==> config.mk <==
export PLATFORM = sky130hd
export DESIGN_NAME = bacl_regs
export DESIGN_NICKNAME = d
export VERILOG_FILES = /design/src/hdl/bacl_pkg.sv /design/src/hdl/bacl_sync.sv /design/src/hdl/bacl_change_det.sv /design/src/hdl/bacl_regs.sv
export SDC_FILE = /design/constraint.sdc
export NUM_CORES = 1
export LEC_CHECK = 0
export BUFFER_PORTS_ARGS = -buffer_cell sky130_fd_sc_hd__buf_2
export CORE_AREA = 2 2 96 107
export DETAILED_ROUTE_END_ITERATION = 7
export DIE_AREA = 0 0 98 109
export PLACE_DENSITY_LB_ADDON = 0.1
export SYNTH_ARGS = -nofsm -noshare
export SYNTH_HDL_FRONTEND = slang
export SYNTH_SLANG_ARGS = --single-unit
==> constraint.sdc <==
create_clock -name sys_clk -period 2.3 [get_ports sys_clk]
set_clock_uncertainty 0.2 [all_clocks]
set_input_delay 0.345 -clock sys_clk [delete_from_list [all_inputs] [get_ports sys_clk]]
set_output_delay 0.345 -clock sys_clk [all_outputs]
set_load 0.01 [all_outputs]
==> src/hdl/bacl_pkg.sv <==
package bacl_pkg;
  // register byte addresses on the register port
  localparam logic [7:0] AUDIO_CONFIGURATION_ADDR   = 8'h55;
  localparam logic [7:0] LINK_AND_INPUT_STATUS_ADDR = 8'h5A;
  localparam logic [7:0] BRIDGE_CONFIGURATION_ADDR  = 8'h54;
  // audio configuration field positions
  localparam int TDM_PARALLEL_BIT      = 7;
  localparam int HDMI_I2S_OUT_BIT      = 6;
  localparam int RESET_ON_TYPE_BIT     = 3;
  localparam int RESET_ON_AUD_IF_BIT   = 2;
  localparam int RESET_ON_VID_IF_BIT   = 1;
  localparam int RESET_ON_CLK_REGEN_BIT = 0;
  localparam logic [7:0] AUDIO_CONFIGURATION_RESET = 8'h0C;
  localparam logic [7:0] AUDIO_CONFIGURATION_MASK  = 8'hCF;
  // bridge configuration: audio source select bit
  localparam int AUDIO_SOURCE_BIT = 1;
  localparam logic [7:0] BRIDGE_CONFIGURATION_RESET = 8'h00;
  // status field positions
  localparam int LINK_READY_BIT  = 7;
  localparam int TX_STATUS_BIT   = 6;
  localparam int PORT_MODE_LSB   = 4;
  localparam int TMDS_DATA_VALID_BIT  = 3;
  localparam int PLL_LOCK_BIT    = 2;
  localparam int NO_CLOCK_BIT    = 1;
  localparam int INPUT_FREQUENCY_STABLE_BIT = 0;
  // port mode encodings
  typedef enum logic [1:0] {
    BACL_DUAL       = 2'h0,
    BACL_SINGLE_P0  = 2'h1,
    BACL_SINGLE_P1  = 2'h2,
    BACL_REPLICATE  = 2'h3
  } bacl_port_mode_e;
  localparam logic [1:0] PORT_MODE_RESET = 2'h0;
  localparam int SYNC_STAGES = 3;
endpackage : bacl_pkg

==> src/hdl/bacl_sync.sv <==
// three-stage pin synchroniser, change taken when stages two and three agree
module bacl_sync
(
  input  wire logic sys_clk,
  input  wire logic rst_n,
  input  wire logic pinIn,
  output logic      level
);
  logic stageA; // metastability catcher, read only by stageB
  logic stageB; // second stage
  logic stageC; // third stage

  // shift chain
  always_ff @(posedge sys_clk or negedge rst_n)
  begin
    if (!rst_n)
    begin
      stageA <= 1'b0;
      stageB <= 1'b0;
      stageC <= 1'b0;
    end
    else
    begin
      stageA <= pinIn;
      stageB <= stageA;
      stageC <= stageB;
    end
  end

  // accept a new level once the last two stages agree
  always_ff @(posedge sys_clk or negedge rst_n)
  begin
    if (!rst_n)
      level <= 1'b0;
    else if (stageB == stageC)
      level <= stageC;
  end
endmodule : bacl_sync

==> src/hdl/bacl_change_det.sv <==
// flags a change in a watched word, only while the watch is armed
module bacl_change_det
#(
  parameter int WIDTH = 8
)
(
  input  wire logic             sys_clk,
  input  wire logic             rst_n,
  input  wire logic             sampleValid,
  input  wire logic [WIDTH-1:0] watched,
  input  wire logic             armed,
  output logic                  changed
);
  logic [WIDTH-1:0] lastValue; // last sampled word
  logic             seen;      // a first value has been held

  // remember last value and compare with the new one
  always_ff @(posedge sys_clk or negedge rst_n)
  begin
    if (!rst_n)
    begin
      lastValue <= '0;
      seen      <= 1'b0;
      changed   <= 1'b0;
    end
    else
    begin
      changed <= 1'b0;
      if (sampleValid)
      begin
        lastValue <= watched;
        seen      <= 1'b1;
        // first sample is a baseline, not a change
        changed   <= armed && seen && (watched != lastValue);
      end
    end
  end
endmodule : bacl_change_det

==> src/hdl/bacl_regs.sv <==
// Notes on behaviour
// - bit 7 set enables tdm-to-parallel converter
// - converter clock sends audio while enabled
// - bit 6 drives hdmi i2s onto pins
// - output enable ignored unless source is hdmi
// - bit 3 resets fifo on type change
// - bit 2 resets fifo on audio checksum change
// - bit 1 resets fifo on video checksum change
// - bit 0 resets fifo on N/CTS change
// - status bit 7 shows downstream link ready
// - status bit 6 shows transmitter active, locked
// - transmit status needs valid input, correct mode
// - bits 5:4 give port mode when transmitting
// - status bit 3 shows tmds data valid
// - status bit 2 shows hdmi pll locked
// - status bit 0 shows frequency stable
// - source select 0 hdmi, 1 local i2s
module bacl_regs
(
  input  wire logic       sys_clk,
  input  wire logic       rst_n,
  // register port
  input  wire logic       regWrite,
  input  wire logic       regRead,
  input  wire logic [7:0] regAddr,
  input  wire logic [7:0] regWrData,
  output logic      [7:0] regRdData,
  output logic            regRdValid,
  // link and input state
  input  wire logic       downstream_link_ready,
  input  wire logic       remoteLocked,
  input  wire logic       transmitterActive,
  input  wire logic       modeSettled,
  input  wire logic [1:0] portModeIn,
  input  wire logic       tmds_data_valid,
  input  wire logic       hdmiPllLock,
  input  wire logic       tmdsClockPresent,
  input  wire logic       input_frequency_stable,
  // audio event sources, same clock domain
  input  wire logic       audioInfoValid,
  input  wire logic [3:0] audioType,
  input  wire logic [7:0] audioIfChecksum,
  input  wire logic [7:0] videoIfChecksum,
  input  wire logic [39:0] clockRegenNCts,
  // audio clocks and data
  input  wire logic       hdmiI2sClk,
  input  wire logic       hdmiI2sData,
  input  wire logic       hdmiI2sWs,
  input  wire logic       tdmConvClk,
  input  wire logic       hdmiAudioClk,
  // outputs
  output logic            tdmParallelEnable,
  output logic            audioTxClk,
  output logic            audioFromLocal,
  output logic            i2sClkOut,
  output logic            i2sDataOut,
  output logic            i2sWsOut,
  output logic            i2sPinOe,
  output logic            audioFifoReset
);
  logic [7:0] audio_configuration;  // rw audio settings
  logic [7:0] bridge_configuration; // holds audio source select
  logic [7:0] link_and_input_status; // assembled read-only status
  logic       linkReadyS;     // synchronised pin levels
  logic       remoteLockedS;
  logic       txActiveS;
  logic       modeSettledS;
  logic       tmdsValidS;
  logic       pllLockS;
  logic       clkPresentS;
  logic       freqStableS;
  logic [1:0] portModeS;
  logic       typeChanged;    // per-event change pulses
  logic       audIfChanged;
  logic       vidIfChanged;
  logic       regenChanged;
  logic       txStatus;       // combined transmit status
  logic       hdmiOutAllowed; // pin output gated by source

  // bring each status pin into sys_clk
  bacl_sync uLinkReady
  (
    .sys_clk (sys_clk),
    .rst_n   (rst_n),
    .pinIn   (downstream_link_ready),
    .level   (linkReadyS)
  );
  bacl_sync uRemLock
  (
    .sys_clk (sys_clk),
    .rst_n   (rst_n),
    .pinIn   (remoteLocked),
    .level   (remoteLockedS)
  );
  bacl_sync uTxAct
  (
    .sys_clk (sys_clk),
    .rst_n   (rst_n),
    .pinIn   (transmitterActive),
    .level   (txActiveS)
  );
  bacl_sync uMode
  (
    .sys_clk (sys_clk),
    .rst_n   (rst_n),
    .pinIn   (modeSettled),
    .level   (modeSettledS)
  );
  bacl_sync uTmds
  (
    .sys_clk (sys_clk),
    .rst_n   (rst_n),
    .pinIn   (tmds_data_valid),
    .level   (tmdsValidS)
  );
  bacl_sync uPll
  (
    .sys_clk (sys_clk),
    .rst_n   (rst_n),
    .pinIn   (hdmiPllLock),
    .level   (pllLockS)
  );
  bacl_sync uClk
  (
    .sys_clk (sys_clk),
    .rst_n   (rst_n),
    .pinIn   (tmdsClockPresent),
    .level   (clkPresentS)
  );
  bacl_sync uFreq
  (
    .sys_clk (sys_clk),
    .rst_n   (rst_n),
    .pinIn   (input_frequency_stable),
    .level   (freqStableS)
  );
  // each mode bit settles on its own; both are stable long before a read
  bacl_sync uPm0
  (
    .sys_clk (sys_clk),
    .rst_n   (rst_n),
    .pinIn   (portModeIn[0]),
    .level   (portModeS[0])
  );
  bacl_sync uPm1
  (
    .sys_clk (sys_clk),
    .rst_n   (rst_n),
    .pinIn   (portModeIn[1]),
    .level   (portModeS[1])
  );

  // watch each audio event field, armed by its config bit
  bacl_change_det #(.WIDTH(4)) uType
  (
    .sys_clk     (sys_clk),
    .rst_n       (rst_n),
    .sampleValid (audioInfoValid),
    .watched     (audioType),
    .armed       (audio_configuration[bacl_pkg::RESET_ON_TYPE_BIT]),
    .changed     (typeChanged)
  );
  bacl_change_det #(.WIDTH(8)) uAudIf
  (
    .sys_clk     (sys_clk),
    .rst_n       (rst_n),
    .sampleValid (audioInfoValid),
    .watched     (audioIfChecksum),
    .armed       (audio_configuration[bacl_pkg::RESET_ON_AUD_IF_BIT]),
    .changed     (audIfChanged)
  );
  bacl_change_det #(.WIDTH(8)) uVidIf
  (
    .sys_clk     (sys_clk),
    .rst_n       (rst_n),
    .sampleValid (audioInfoValid),
    .watched     (videoIfChecksum),
    .armed       (audio_configuration[bacl_pkg::RESET_ON_VID_IF_BIT]),
    .changed     (vidIfChanged)
  );
  // n and cts watched as one word: a change in either field counts
  bacl_change_det #(.WIDTH(40)) uRegen
  (
    .sys_clk     (sys_clk),
    .rst_n       (rst_n),
    .sampleValid (audioInfoValid),
    .watched     (clockRegenNCts),
    .armed       (audio_configuration[bacl_pkg::RESET_ON_CLK_REGEN_BIT]),
    .changed     (regenChanged)
  );

  // transmit status only once input valid and mode entered
  assign txStatus = txActiveS && remoteLockedS && modeSettledS
                    && tmdsValidS;
  // hdmi pin output only honoured when source is hdmi audio
  assign hdmiOutAllowed =
    audio_configuration[bacl_pkg::HDMI_I2S_OUT_BIT] &&
    !bridge_configuration[bacl_pkg::AUDIO_SOURCE_BIT];

  // status word built from synchronised levels
  always_comb
  begin
    link_and_input_status = 8'h00;
    link_and_input_status[bacl_pkg::LINK_READY_BIT]  = linkReadyS;
    link_and_input_status[bacl_pkg::TX_STATUS_BIT]   = txStatus;
    // mode field meaningful only while transmitting
    link_and_input_status[bacl_pkg::PORT_MODE_LSB +: 2] =
      txStatus ? portModeS : bacl_pkg::PORT_MODE_RESET;
    link_and_input_status[bacl_pkg::TMDS_DATA_VALID_BIT]  = tmdsValidS;
    link_and_input_status[bacl_pkg::PLL_LOCK_BIT]    = pllLockS;
    link_and_input_status[bacl_pkg::NO_CLOCK_BIT]    = !clkPresentS;
    link_and_input_status[bacl_pkg::INPUT_FREQUENCY_STABLE_BIT] = freqStableS;
  end

  // writable registers; status is read-only and ignores writes
  always_ff @(posedge sys_clk or negedge rst_n)
  begin
    if (!rst_n)
    begin
      audio_configuration  <= bacl_pkg::AUDIO_CONFIGURATION_RESET;
      bridge_configuration <= bacl_pkg::BRIDGE_CONFIGURATION_RESET;
    end
    else if (regWrite)
    begin
      case (regAddr)
        bacl_pkg::AUDIO_CONFIGURATION_ADDR:
          // reserved bits 5:4 stay zero
          audio_configuration <=
            regWrData & bacl_pkg::AUDIO_CONFIGURATION_MASK;
        bacl_pkg::BRIDGE_CONFIGURATION_ADDR:
          bridge_configuration <= regWrData;
        default:
          ; // unmapped or read-only: ignored
      endcase
    end
  end

  // read data, one cycle after the read strobe
  always_ff @(posedge sys_clk or negedge rst_n)
  begin
    if (!rst_n)
    begin
      regRdData  <= 8'h00;
      regRdValid <= 1'b0;
    end
    else
    begin
      regRdValid <= regRead;
      if (regRead)
      begin
        case (regAddr)
          bacl_pkg::AUDIO_CONFIGURATION_ADDR:
            regRdData <= audio_configuration;
          bacl_pkg::BRIDGE_CONFIGURATION_ADDR:
            regRdData <= bridge_configuration;
          bacl_pkg::LINK_AND_INPUT_STATUS_ADDR:
            regRdData <= link_and_input_status;
          default:
            regRdData <= 8'h00; // unmapped reads zero
        endcase
      end
    end
  end

  // converter enable and audio source registered outputs
  always_ff @(posedge sys_clk or negedge rst_n)
  begin
    if (!rst_n)
    begin
      tdmParallelEnable <= 1'b0;
      audioFromLocal    <= 1'b0;
    end
    else
    begin
      tdmParallelEnable <=
        audio_configuration[bacl_pkg::TDM_PARALLEL_BIT];
      audioFromLocal <=
        bridge_configuration[bacl_pkg::AUDIO_SOURCE_BIT];
    end
  end

  // transmit clock choice, retimed at sys_clk
  always_ff @(posedge sys_clk or negedge rst_n)
  begin
    if (!rst_n)
      audioTxClk <= 1'b0;
    else if (audio_configuration[bacl_pkg::TDM_PARALLEL_BIT])
      audioTxClk <= tdmConvClk;
    else
      audioTxClk <= hdmiAudioClk;
  end

  // i2s pins carry hdmi audio only when allowed
  always_ff @(posedge sys_clk or negedge rst_n)
  begin
    if (!rst_n)
    begin
      i2sClkOut  <= 1'b0;
      i2sDataOut <= 1'b0;
      i2sWsOut   <= 1'b0;
      i2sPinOe   <= 1'b0;
    end
    else
    begin
      i2sPinOe   <= hdmiOutAllowed;
      i2sClkOut  <= hdmiOutAllowed & hdmiI2sClk;
      i2sDataOut <= hdmiOutAllowed & hdmiI2sData;
      i2sWsOut   <= hdmiOutAllowed & hdmiI2sWs;
    end
  end

  // one-cycle fifo reset on any armed event
  always_ff @(posedge sys_clk or negedge rst_n)
  begin
    if (!rst_n)
      audioFifoReset <= 1'b0;
    else
      audioFifoReset <= typeChanged | audIfChanged | vidIfChanged
                        | regenChanged;
  end
endmodule : bacl_regs

# Yosys cells after proc, flatten, opt, wreduce, memory -nomap -nowiden
# Cells that the tools add are included.
dict set report word_totals {
  in_bits 96
  out_inout_bits 17
  wordCells 107
  ff_bits 136
}
dict set report classes {
  n_bitwise 6
  eq_ne 17
  n_reduce_logical 16
  mux 7
}
# operator count
set ops {}
lappend ops {{$ne 40x40->1} 1}
lappend ops {{$eq 8x7->1 const B} 3}
lappend ops {{$pmux 8 s3} 1}
lappend ops {{$ne 8x8->1} 2}
lappend ops {{$logic_and 1x1->1} 12}
lappend ops {{$eq 1x1->1} 10}
lappend ops {{$mux 1} 5}
lappend ops {{$ne 4x4->1} 1}
lappend ops {{$reduce_and 2->1} 2}
lappend ops {{$and 1x1->1} 3}
lappend ops {{$or 1x1->1} 3}
lappend ops {{$logic_not 1->1} 2}
lappend ops {{$mux 2} 1}

# Longest topological paths before layout
# Gate-level depths: netlist of run 1.
dict set report logic_depth {
  word_depth 5
  ltp_mapped 5
  depth_no_buf 4
}

# Modules after synthesis
# A second synthesis of run 1 with hierarchy kept.
dict set report unflattened {
  hier_cells 362
  hier_area_um2 5546.6
}
# module seq_area_each_um2 n_inst area_per_inst_um2 cells_each
set modules_own_cells {}
lappend modules_own_cells {{bacl_change_det (uRegen)} 1051.0 1 1978.1 143}
lappend modules_own_cells {bacl_regs 778.2 1 1315.0 87}
lappend modules_own_cells {bacl_sync 100.1 10 111.4 5}
lappend modules_own_cells {{bacl_change_det (uAudIf ...)} 250.2 2 444.2 32}
lappend modules_own_cells {{bacl_change_det (uType)} 150.1 1 251.5 18}

# Least setup slack after synthesis of run 1
# Ideal clock, no wire load.
dict set report synth_path {
  path_kind {input to register}
  startpoint {input regAddr[1]}
  endpoint {register bridge_configuration[0]}
  setup_time_ps 125
  path_slack_ps 503
  arrival_time_ps 1472
  required_ps 1975
  cell_stages 5
  path_buffers 1
  cell_sequence {or3b_1 buf_2 nor3_4 nand2_2 mux2_2}
}
dict set report synth_via {
  elab_chain_cells 2
}
# item line
set synth_lines {}
lappend synth_lines {{start, declared} bacl_regs.sv:25} ;# input wire logic [7:0] regAddr,
lappend synth_lines {{$eq 8x7->1} bacl_regs.sv:225} ;# case (regAddr)
lappend synth_lines {{$reduce_and 2->1 (no source line)} n/a}
lappend synth_lines {{end signal, assigned} bacl_regs.sv:221} ;# bridge_configuration <= bacl_pkg::BRIDGE_CONFIGURATION_RESET;
lappend synth_lines {{end signal, assigned} bacl_regs.sv:231} ;# bridge_configuration <= regWrData;
lappend synth_lines {{end, declared} bacl_regs.sv:62} ;# logic [7:0] bridge_configuration;
# No other way between the ends.
# A chain may end at the register's enable or synchronous reset.

# Worst setup path in the final report of run 1
dict set report layout_path {
  startpoint {input clockRegenNCts[14]}
  endpoint {register uRegen.changed}
}
dict set report layout_via {
  elab_chain_cells 3
}
# item line
set layout_lines {}
lappend layout_lines {{start, declared} bacl_regs.sv:44} ;# input wire logic [39:0] clockRegenNCts,
lappend layout_lines {{$ne 40x40->1} bacl_change_det.sv:34} ;# changed <= armed && seen && (watched != lastValue);
lappend layout_lines {{$logic_and 1x1->1} bacl_change_det.sv:34}
lappend layout_lines {{$mux 1} bacl_change_det.sv:29} ;# if (sampleValid)
lappend layout_lines {{end signal, assigned} bacl_change_det.sv:34}
lappend layout_lines {{end, declared} bacl_change_det.sv:12} ;# output logic changed
# No other way between the ends.

==> impl_metrics.json, run 1 <==
{
  "diodes": 0,
  "cts-root-buf": "clkbuf_8",
  "synth_top_cells_by_area": "dfrtp_1 62%, mux2_2 16%, xnor2_1 5.8%",
  "insertion_delay_ps": 520,
  "startpoint_type": "input pin",
  "drv_cap": 0,
  "period_share_pct": 77.13,
  "ys_top_cells_by_count": "134 x dfrtp_1, 75 x mux2_2, 36 x xnor2_1",
  "hold_buffers": 85,
  "area_growth_pct": 40.64,
  "cts_buffer_depth": 2,
  "hpwlAfterDp_um": 6896,
  "hold_viol": 0,
  "num_rows": 38,
  "p_sw_mw": 1.340,
  "layout_min_cycle_time_ps": 1774,
  "place_area_um2": 6186,
  "gr-total-overflow": 0,
  "drt_iter0_markers": 100,
  "setup_tns_ps": 0,
  "coreArea_um2": 9652,
  "pwr-share-clk_pct": 44.4,
  "leakagePower_nw": 3.444,
  "power_frac_seq_pct": 44.8,
  "wl_per_cell_um": 15.65,
  "status": "finished clean",
  "post-synth-top-count-cell": "dfrtp_1",
  "finalPower_mw": 5.980,
  "final_antenna_net_count": 0,
  "ys_seq_area_share_pct": 62.82,
  "arrival_ps": 1930,
  "yosysWarnings": 0,
  "post-cts-setup-buffer-count": 0,
  "swShare_pct": 22.41,
  "synth_edf_count": 0,
  "rsz0062_at_grt": "no",
  "synth-seq-cells": 136,
  "fin_util_pct": 79.00,
  "powerDensity_nw_per_um2": 784.2,
  "drt-total-wl_um": 11160,
  "max_slew.worst_pin.slew_ps": 636.1,
  "port_buffers": 112,
  "fmax_mhz": 563.7,
  "design_area_um2": 7625,
  "via_count": 3677,
  "drive_above_1_share_pct": 38.11,
  "die_h_um": 109,
  "ir_drop_v": 0.0005086,
  "synth_cells": 369,
  "clkSinkCount": 136,
  "grt_max_degree": 51,
  "crit_type": "input pin to register",
  "place_congestion": 0.7764,
  "synth_ff_type": "dfrtp_1",
  "ys_types": 33,
  "maxSlewHeadroom_pct": 57.41,
  "p_comb_share_pct": 10.8,
  "grt_pass1_wl_um": 18310,
  "antenna_found_initial": 0,
  "path_clk_slew_ps": 60,
  "crit_path_max_fanout": 2,
  "drt_first_pass_iters": 4,
  "synth_nets": 465,
  "hold_path.class": "input pin to asynchronous set/reset pin",
  "cts_buffers": 17,
  "route.detailed.drc": 0,
  "cts.htree.levels": 4,
  "ios": 113,
  "start_util_pct": 56.17,
  "synth_top_area_share_pct": 61.85,
  "grt_pass1_vias": 4046,
  "via_per_inst": 5.157,
  "crit_start": "clockRegenNCts[14]",
  "setup_viol": 0,
  "cp-end-kind": "register",
  "cts_resized": 0,
  "ys_async_sr_fraction_pct": 100.0,
  "layout.nets": 676,
  "cts_tree": "done",
  "syn_area_um2": 5421,
  "slew_violations": 0,
  "grt.total_usage_pct": 22.25,
  "synth_largest_area_cell": "dfrtp_1",
  "r2r_start": "uRegen.lastValue[14]",
  "internal_power_mw": 4.639,
  "dieArea_um2": 10680,
  "worstPathRequired_ps": 2460,
  "avgSynthCellArea_um2": 14.69,
  "die_w_um": 98
}
flip-flops by register name, summed over array words and instances, names as in the netlist, 4 cells and up:
signal                flops
uRegen.lastValue         40
bridge_configuration      8
regRdData                 8
uAudIf.lastValue          8
uVidIf.lastValue          8
audio_configuration       6
uType.lastValue           4
stage by stage:
step	cells	setup WS [ps]	hold slack, ps
6_report	713	526.0	107.3
5_1_grt	713	354.0	114.3
4_1_cts	713	553.5	79.72
3_5_place_dp	596	268.7	87.84
3_3_place_gp	596	309.5	81.58
2_1_floorplan	369	503.3	-150.6
cell families (layout without fill, tap and decap cells):
group                      count (synthesis)  after routing  share of synthesized area, %
AOI/OAI and AO/OA                         21             21                         2.493
xor gates and xnor gates                  60             60                         9.693
adders and majority gates                 10             10                         1.846
buffers and inverters                     20            244                         1.431
DFF                                      136            136                         62.82
muxes                                     81             81                         16.69
and+or+nand+nor                           41             41                         5.032
path summary, 6_finish.rpt:
kind | to | slack [ps] | cells past startpoint
setup / recovery | uRegen.changed | 530 | 6
setup reg to reg | uRegen.changed | 590 | 4
hold reg to reg | uLinkReady.stageB | 150 | 0
min in group sys_clk | regRdData[1] | 110 | 4
max in group asynchronous | audio_configuration[3] | 1120 | 3
hold / removal | uTmds.stageC | 110 | 2
power groups by stage:
stage | logic, mW | clock network, mW | registers (mW)
2_1_floorplan | 0.308 | 0 | 2.69
3_3_place_gp | 0.512 | 0 | 2.70
3_5_place_dp | 0.529 | 0 | 2.71
4_1_cts | 0.647 | 2.70 | 2.67
5_1_grt | 0.709 | 2.82 | 2.69
6_report | 0.646 | 2.66 | 2.68
routing by layer:
layer  vias to the layer above  wire length (um)  track usage [%]
met4                         0               166            9.127
li1                       1718                 -                -
met3                        15               500            5.897
met5                         -                 0                0
met1                      1840              4501            25.23
met2                       104              5986            40.12
area by class of cell:
cell class	count	area [um2]
Clock buffer	21	439.2
Clock inverter	11	148.9
Fill cell	573	2027
Inverter	10	37.54
Multi-Input combinational cell	213	1938
Sequential cell	136	3406
Tap cell	120	150.1
Timing Repair Buffer	202	1505
layout by cell type (no fill, tap or decap), types with 9 or more instances in the layout:
master         instances
buf_2                111
clkbuf_16             16
dfrtp_1              134
dlygate4sd3_1         85
inv_1                 10
maj3_1                10
mux2_2                75
nand4_1                9
xnor2_1               36
xor2_1                24
critical path, stage by stage:
cell and delay, ps:
dlygate4sd3_1 520, buf_2 130, xnor2_1 160, nand4_1 120
nor4_1 460, a41oi_1 190
(Power assumes the default switching activity.)
==> run 2: changes to the inputs <==
Settings changed: CORE_AREA 2 2 96 107 to 2 2 99 111, DIE_AREA 0 0 98 109 to 0 0 101 113.
Clock period 2.3 ns to 1.8 ns, I/O delays scaled along.
==> impl_metrics.json, run 2 (same netlist as run 1, synthesis figures left out) <==
{
  "dp_cells": 612,
  "period_share_pct": 96.64,
  "grt_pass1_vias": 3980,
  "drt-total-wl_um": 11010,
  "insertion_delay_ps": 410,
  "powerDensity_nw_per_um2": 1036,
  "wl_per_cell_um": 15.10,
  "status": "finished clean",
  "cts_buffer_depth": 2,
  "layout_min_cycle_time_ps": 1740,
  "hpwlAfterDp_um": 6901,
  "worst_slack_ps": 60.49,
  "crit_type": "input pin to register",
  "hold_viol": 0,
  "rsz0062_at_grt": "no",
  "slew_violations": 0,
  "start_util_pct": 52.91,
  "die_w_um": 101,
  "fin_util_pct": 76.09,
  "via_per_inst": 5.015,
  "clkSinkCount": 136,
  "final_antenna_net_count": 0,
  "die_h_um": 113,
  "layout_commonest_cell": "dfrtp_1",
  "fmax_mhz": 574.9,
  "hold_path.class": "register to register",
  "place_congestion": 0.7449,
  "maxSlewHeadroom_pct": 65.47,
  "cp-end-kind": "register",
  "num_rows": 39,
  "startpoint_type": "input pin",
  "drv_cap": 0,
  "via_count": 3656,
  "pre_cts_ws_ps": -19.99,
  "cts_tree": "done",
  "post-cts-setup-buffer-count": 0,
  "path_clk_slew_ps": 60,
  "largest_reg_flops": 40,
  "antenna_found_initial": 0,
  "dieArea_um2": 11410,
  "gr-total-overflow": 0,
  "layout.nets": 689,
  "grt_max_degree": 55,
  "drt_first_pass_iters": 4,
  "setup_tns_ps": 0,
  "arrival_ps": 1800,
  "setup_viol": 0,
  "coreArea_um2": 10250,
  "area_growth_pct": 43.83,
  "cts.htree.levels": 4,
  "crit_path_max_fanout": 2,
  "route.detailed.drc": 0,
  "diodes": 0,
  "fin_cells": 729,
  "layout_common_cells": "134 x dfrtp_1, 111 x buf_2, 85 x dlygate4sd3_1",
  "grt_pass1_wl_um": 18270,
  "finalPower_mw": 8.079,
  "cts_buffers": 17,
  "ir_drop_v": 0.0008373,
  "regMostFlops": "uRegen.lastValue",
  "drt_iter0_markers": 95,
  "ios": 113,
  "max_slew.worst_pin.slew_ps": 517.9,
  "nFillCells": 647,
  "drive_above_1_share_pct": 40.10,
  "leakagePower_nw": 3.544,
  "worstPathRequired_ps": 1860,
  "cts-root-buf": "clkbuf_16",
  "grt.total_usage_pct": 20.75,
  "port_buffers": 112
}
-- run 2: worst paths after layout --
check / start / to / slack [ps] / depth (start not counted)
worst max-delay path: clockRegenNCts[10] / uRegen.changed / 60 / 6
worst min-delay path: uPll.stageA / uPll.stageB / 150 / 0
worst max register to register: audio_configuration[7] / audioTxClk / 190 / 2
worst min register to register: uPll.stageA / uPll.stageB / 150 / 0
max in group asynchronous: rst_n / uRegen.lastValue[11] / 640 / 3
min in group asynchronous: rst_n / audio_configuration[7] / 180 / 2
-- run 2: layer usage --
layer	part of all wire (%)	track usage [%]	vias up
li1	-	-	1758
met1	44	26.22	1781
met2	49	34.13	96
met3	4.8	5.806	21
met4	2.1	7.838	0
met5	0	0	-
-- run 2: repair_timing --
action,in CTS,in global routing
endpoints found under the hold margin,143,0
resized for setup,0,2
setup endpoints to repair,0,1
hold buffers,85,0
-- run 2: metrics by stage --
step | instance area [um2] | hold slack (ps)
finish | 7797 | 147.4
global route | 7797 | 158.3
CTS | 7785 | 148.3
detailed placement | 6275 | 61.24
global placement | 6275 | 55.30
floorplan | 5421 | -225.6
-- run 2: area by class of cell --
class | instances | area, um2 | area share, %
sequential | 136 | 3406 | 43.68
multi-input combinational | 213 | 1951 | 25.02
timing repair buffer | 215 | 1590 | 20.39
clock buffer | 19 | 442.9 | 5.680
clock inverter | 13 | 216.5 | 2.776
tap | 123 | 153.9 | 1.974
inverter | 10 | 37.54 | 0.4814
-- run 2: critical path, cell delays in order --
cell	delay (ps)
dlygate4sd3_1	560
buf_2	140
xnor2_1	150
nand4_1	160
nor4_2	370
a41oi_1	160
-- run 2: where the power goes --
part	internal [mW]	switching (mW)
clock network	2.51	1.31
logic	0.510	0.323
registers	3.28	0.137
total	6.30	1.77
==> run 3: changes to the inputs <==
Settings changed: CORE_AREA 2 2 99 111 to 2 2 109 111, DIE_AREA 0 0 101 113 to 0 0 111 113, REMOVE_ABC_BUFFERS from default to 1.
Clock period 1.8 ns to 1.6 ns, I/O delays scaled along.
==> impl_metrics.json, run 3 (same netlist as run 1, synthesis figures left out) <==
{
  "cts.htree.levels": 4,
  "die_w_um": 111,
  "worstPathRequired_ps": 1660,
  "max_stage_delay_ps": 530,
  "path_cells": "dlygate4sd3_1 > buf_2 > xnor2_1 > nand4_1 > nor4_4 > a41oi_2",
  "fin_util_pct": 69.67,
  "setup_viol": 1,
  "grt_pass1_wl_um": 18550,
  "layout.nets": 690,
  "via_per_inst": 4.924,
  "powerDensity_nw_per_um2": 1128,
  "ios": 113,
  "insertion_delay_ps": 410,
  "period_share_pct": 103.7,
  "crit_start": "clockRegenNCts[38]",
  "cts_buffer_depth": 2,
  "gr-total-overflow": 0,
  "start_util_pct": 48.10,
  "place_congestion": 0.7924,
  "coreArea_um2": 11270,
  "cp-end-kind": "register",
  "regMostFlops": "uRegen.lastValue",
  "layout_min_cycle_time_ps": 1660,
  "dieArea_um2": 12540,
  "hold_path.class": "input pin to asynchronous set/reset pin",
  "grt_max_degree": 53,
  "leakagePower_nw": 3.557,
  "startpoint_type": "input pin",
  "ir_drop_v": 0.0007784,
  "via_count": 3693,
  "drv_cap": 0,
  "wl_per_cell_um": 14.46,
  "cts_buffers": 17,
  "r2r_cells": 5,
  "crit_path_top_delay_cell": "dlygate4sd3_1",
  "layout_common_cells": "134 x dfrtp_1, 111 x buf_2, 85 x dlygate4sd3_1",
  "cts_tree": "done",
  "num_rows": 39,
  "violations": "negative setup slack",
  "drt_iter0_markers": 79,
  "die_h_um": 113,
  "hpwlAfterDp_um": 7092,
  "arrival_ps": 1720,
  "final_antenna_net_count": 0,
  "clkSinkCount": 136,
  "largest_reg_flops": 40,
  "grt_pass1_vias": 4046,
  "finalPower_mw": 8.863,
  "max_slew.worst_pin.slew_ps": 451.1,
  "maxSlewHeadroom_pct": 69.93,
  "crit_buf_inv": 2,
  "cp.depth": 6,
  "worst_slack_ps": -59.96,
  "fmax_mhz": 602.4,
  "drive_above_1_share_pct": 40.76,
  "layout_commonest_cell": "dfrtp_1",
  "drt-total-wl_um": 10850,
  "slew_violations": 0,
  "cts-root-buf": "clkbuf_16",
  "area_growth_pct": 44.86,
  "drt_first_pass_iters": 4,
  "antenna_found_initial": 0,
  "status": "complete, but fails checks",
  "crit_path_max_fanout": 2,
  "cp_top_family": "buffers and inverters",
  "grt.total_usage_pct": 18.76,
  "rsz0062_at_grt": "yes",
  "crit_type": "input pin to register",
  "hold_viol": 0,
  "path_clk_slew_ps": 50,
  "r2r_start": "uRegen.lastValue[28]",
  "route.detailed.drc": 0,
  "port_buffers": 112
}
-- run 3: cell count changes in the layout (fill, tap and decap cells not counted), sizes merged --
cell	delta
clkinvlp	+4
inv	-3
clkinv	-2
buf	+1
bufinv	-1
clkbuf	+1
diode	+1
-- run 3: area by class of cell --
class / instances / area [um2]
Timing Repair Buffer: 216 / 1610
Clock inverter: 11 / 172.7
Inverter: 10 / 37.54
Antenna cell: 1 / 2.502
Sequential cell: 136 / 3406
Tap cell: 143 / 178.9
Clock buffer: 20 / 456.7
Fill cell: 822 / 3418
Multi-Input combinational cell: 213 / 1989
-- run 3: path summary, 6_finish.rpt --
path                                      to  slack, ps
hold / removal             tdmParallelEnable        130
min in group sys_clk          uVidIf.changed        140
setup reg to reg              uRegen.changed        -20
max in group asynchronous        uPm1.stageB        520
hold reg to reg                  uClk.stageB        150
setup / recovery              uRegen.changed        -60
-- run 3: routing by layer --
| layer | GRT usage, % | vias to the layer above | share of wire [%] |
|---|---|---|---|
| li1 | - | 1756 | - |
| met2 | 31.62 | 89 | 50 |
| met5 | 0 | - | 0 |
| met1 | 22.78 | 1828 | 43 |
| met4 | 7.917 | 0 | 2.2 |
| met3 | 5.463 | 20 | 4.5 |
-- run 3: repair_timing --
action | in CTS | in global routing
gates resized for setup | 3 | 4
setup endpoints to repair | 1 | 1
pin swaps | 9 | 1
hold buffers | 85 | 0
buffers inserted | 0 | 0
endpoints found under the hold margin | 234 | 0
-- run 3: report_power, final --
| part | total [mW] | internal (mW) | switching [mW] |
|---|---|---|---|
| registers | 3.84 | 3.69 | 0.153 |
| logic | 0.949 | 0.584 | 0.364 |
| clock network | 4.07 | 2.68 | 1.39 |
-- run 3: through the flow --
stage               hold slack (ps)  cell area, um2  instances  worst slack [ps]  TNS [ps]
floorplan                    -255.6            5381        359            -96.43    -771.4
global placement             -1.636            6320        633            -175.8     -1621
detailed placement            3.297            6320        633            -195.5     -1933
CTS                           130.2            7820        749            -4.776    -4.776
global route                  146.1            7851        749            -129.2    -129.2
finish                        125.3            7854        750            -59.96    -59.96
-- run 3: worst register-to-register path, cell delays in order (launching register included) --
cell and delay [ps]:
dfrtp_1 390, xnor2_1 160, nand4_1 120, nor4_2 340, buf_4 170, a41oi_2 90
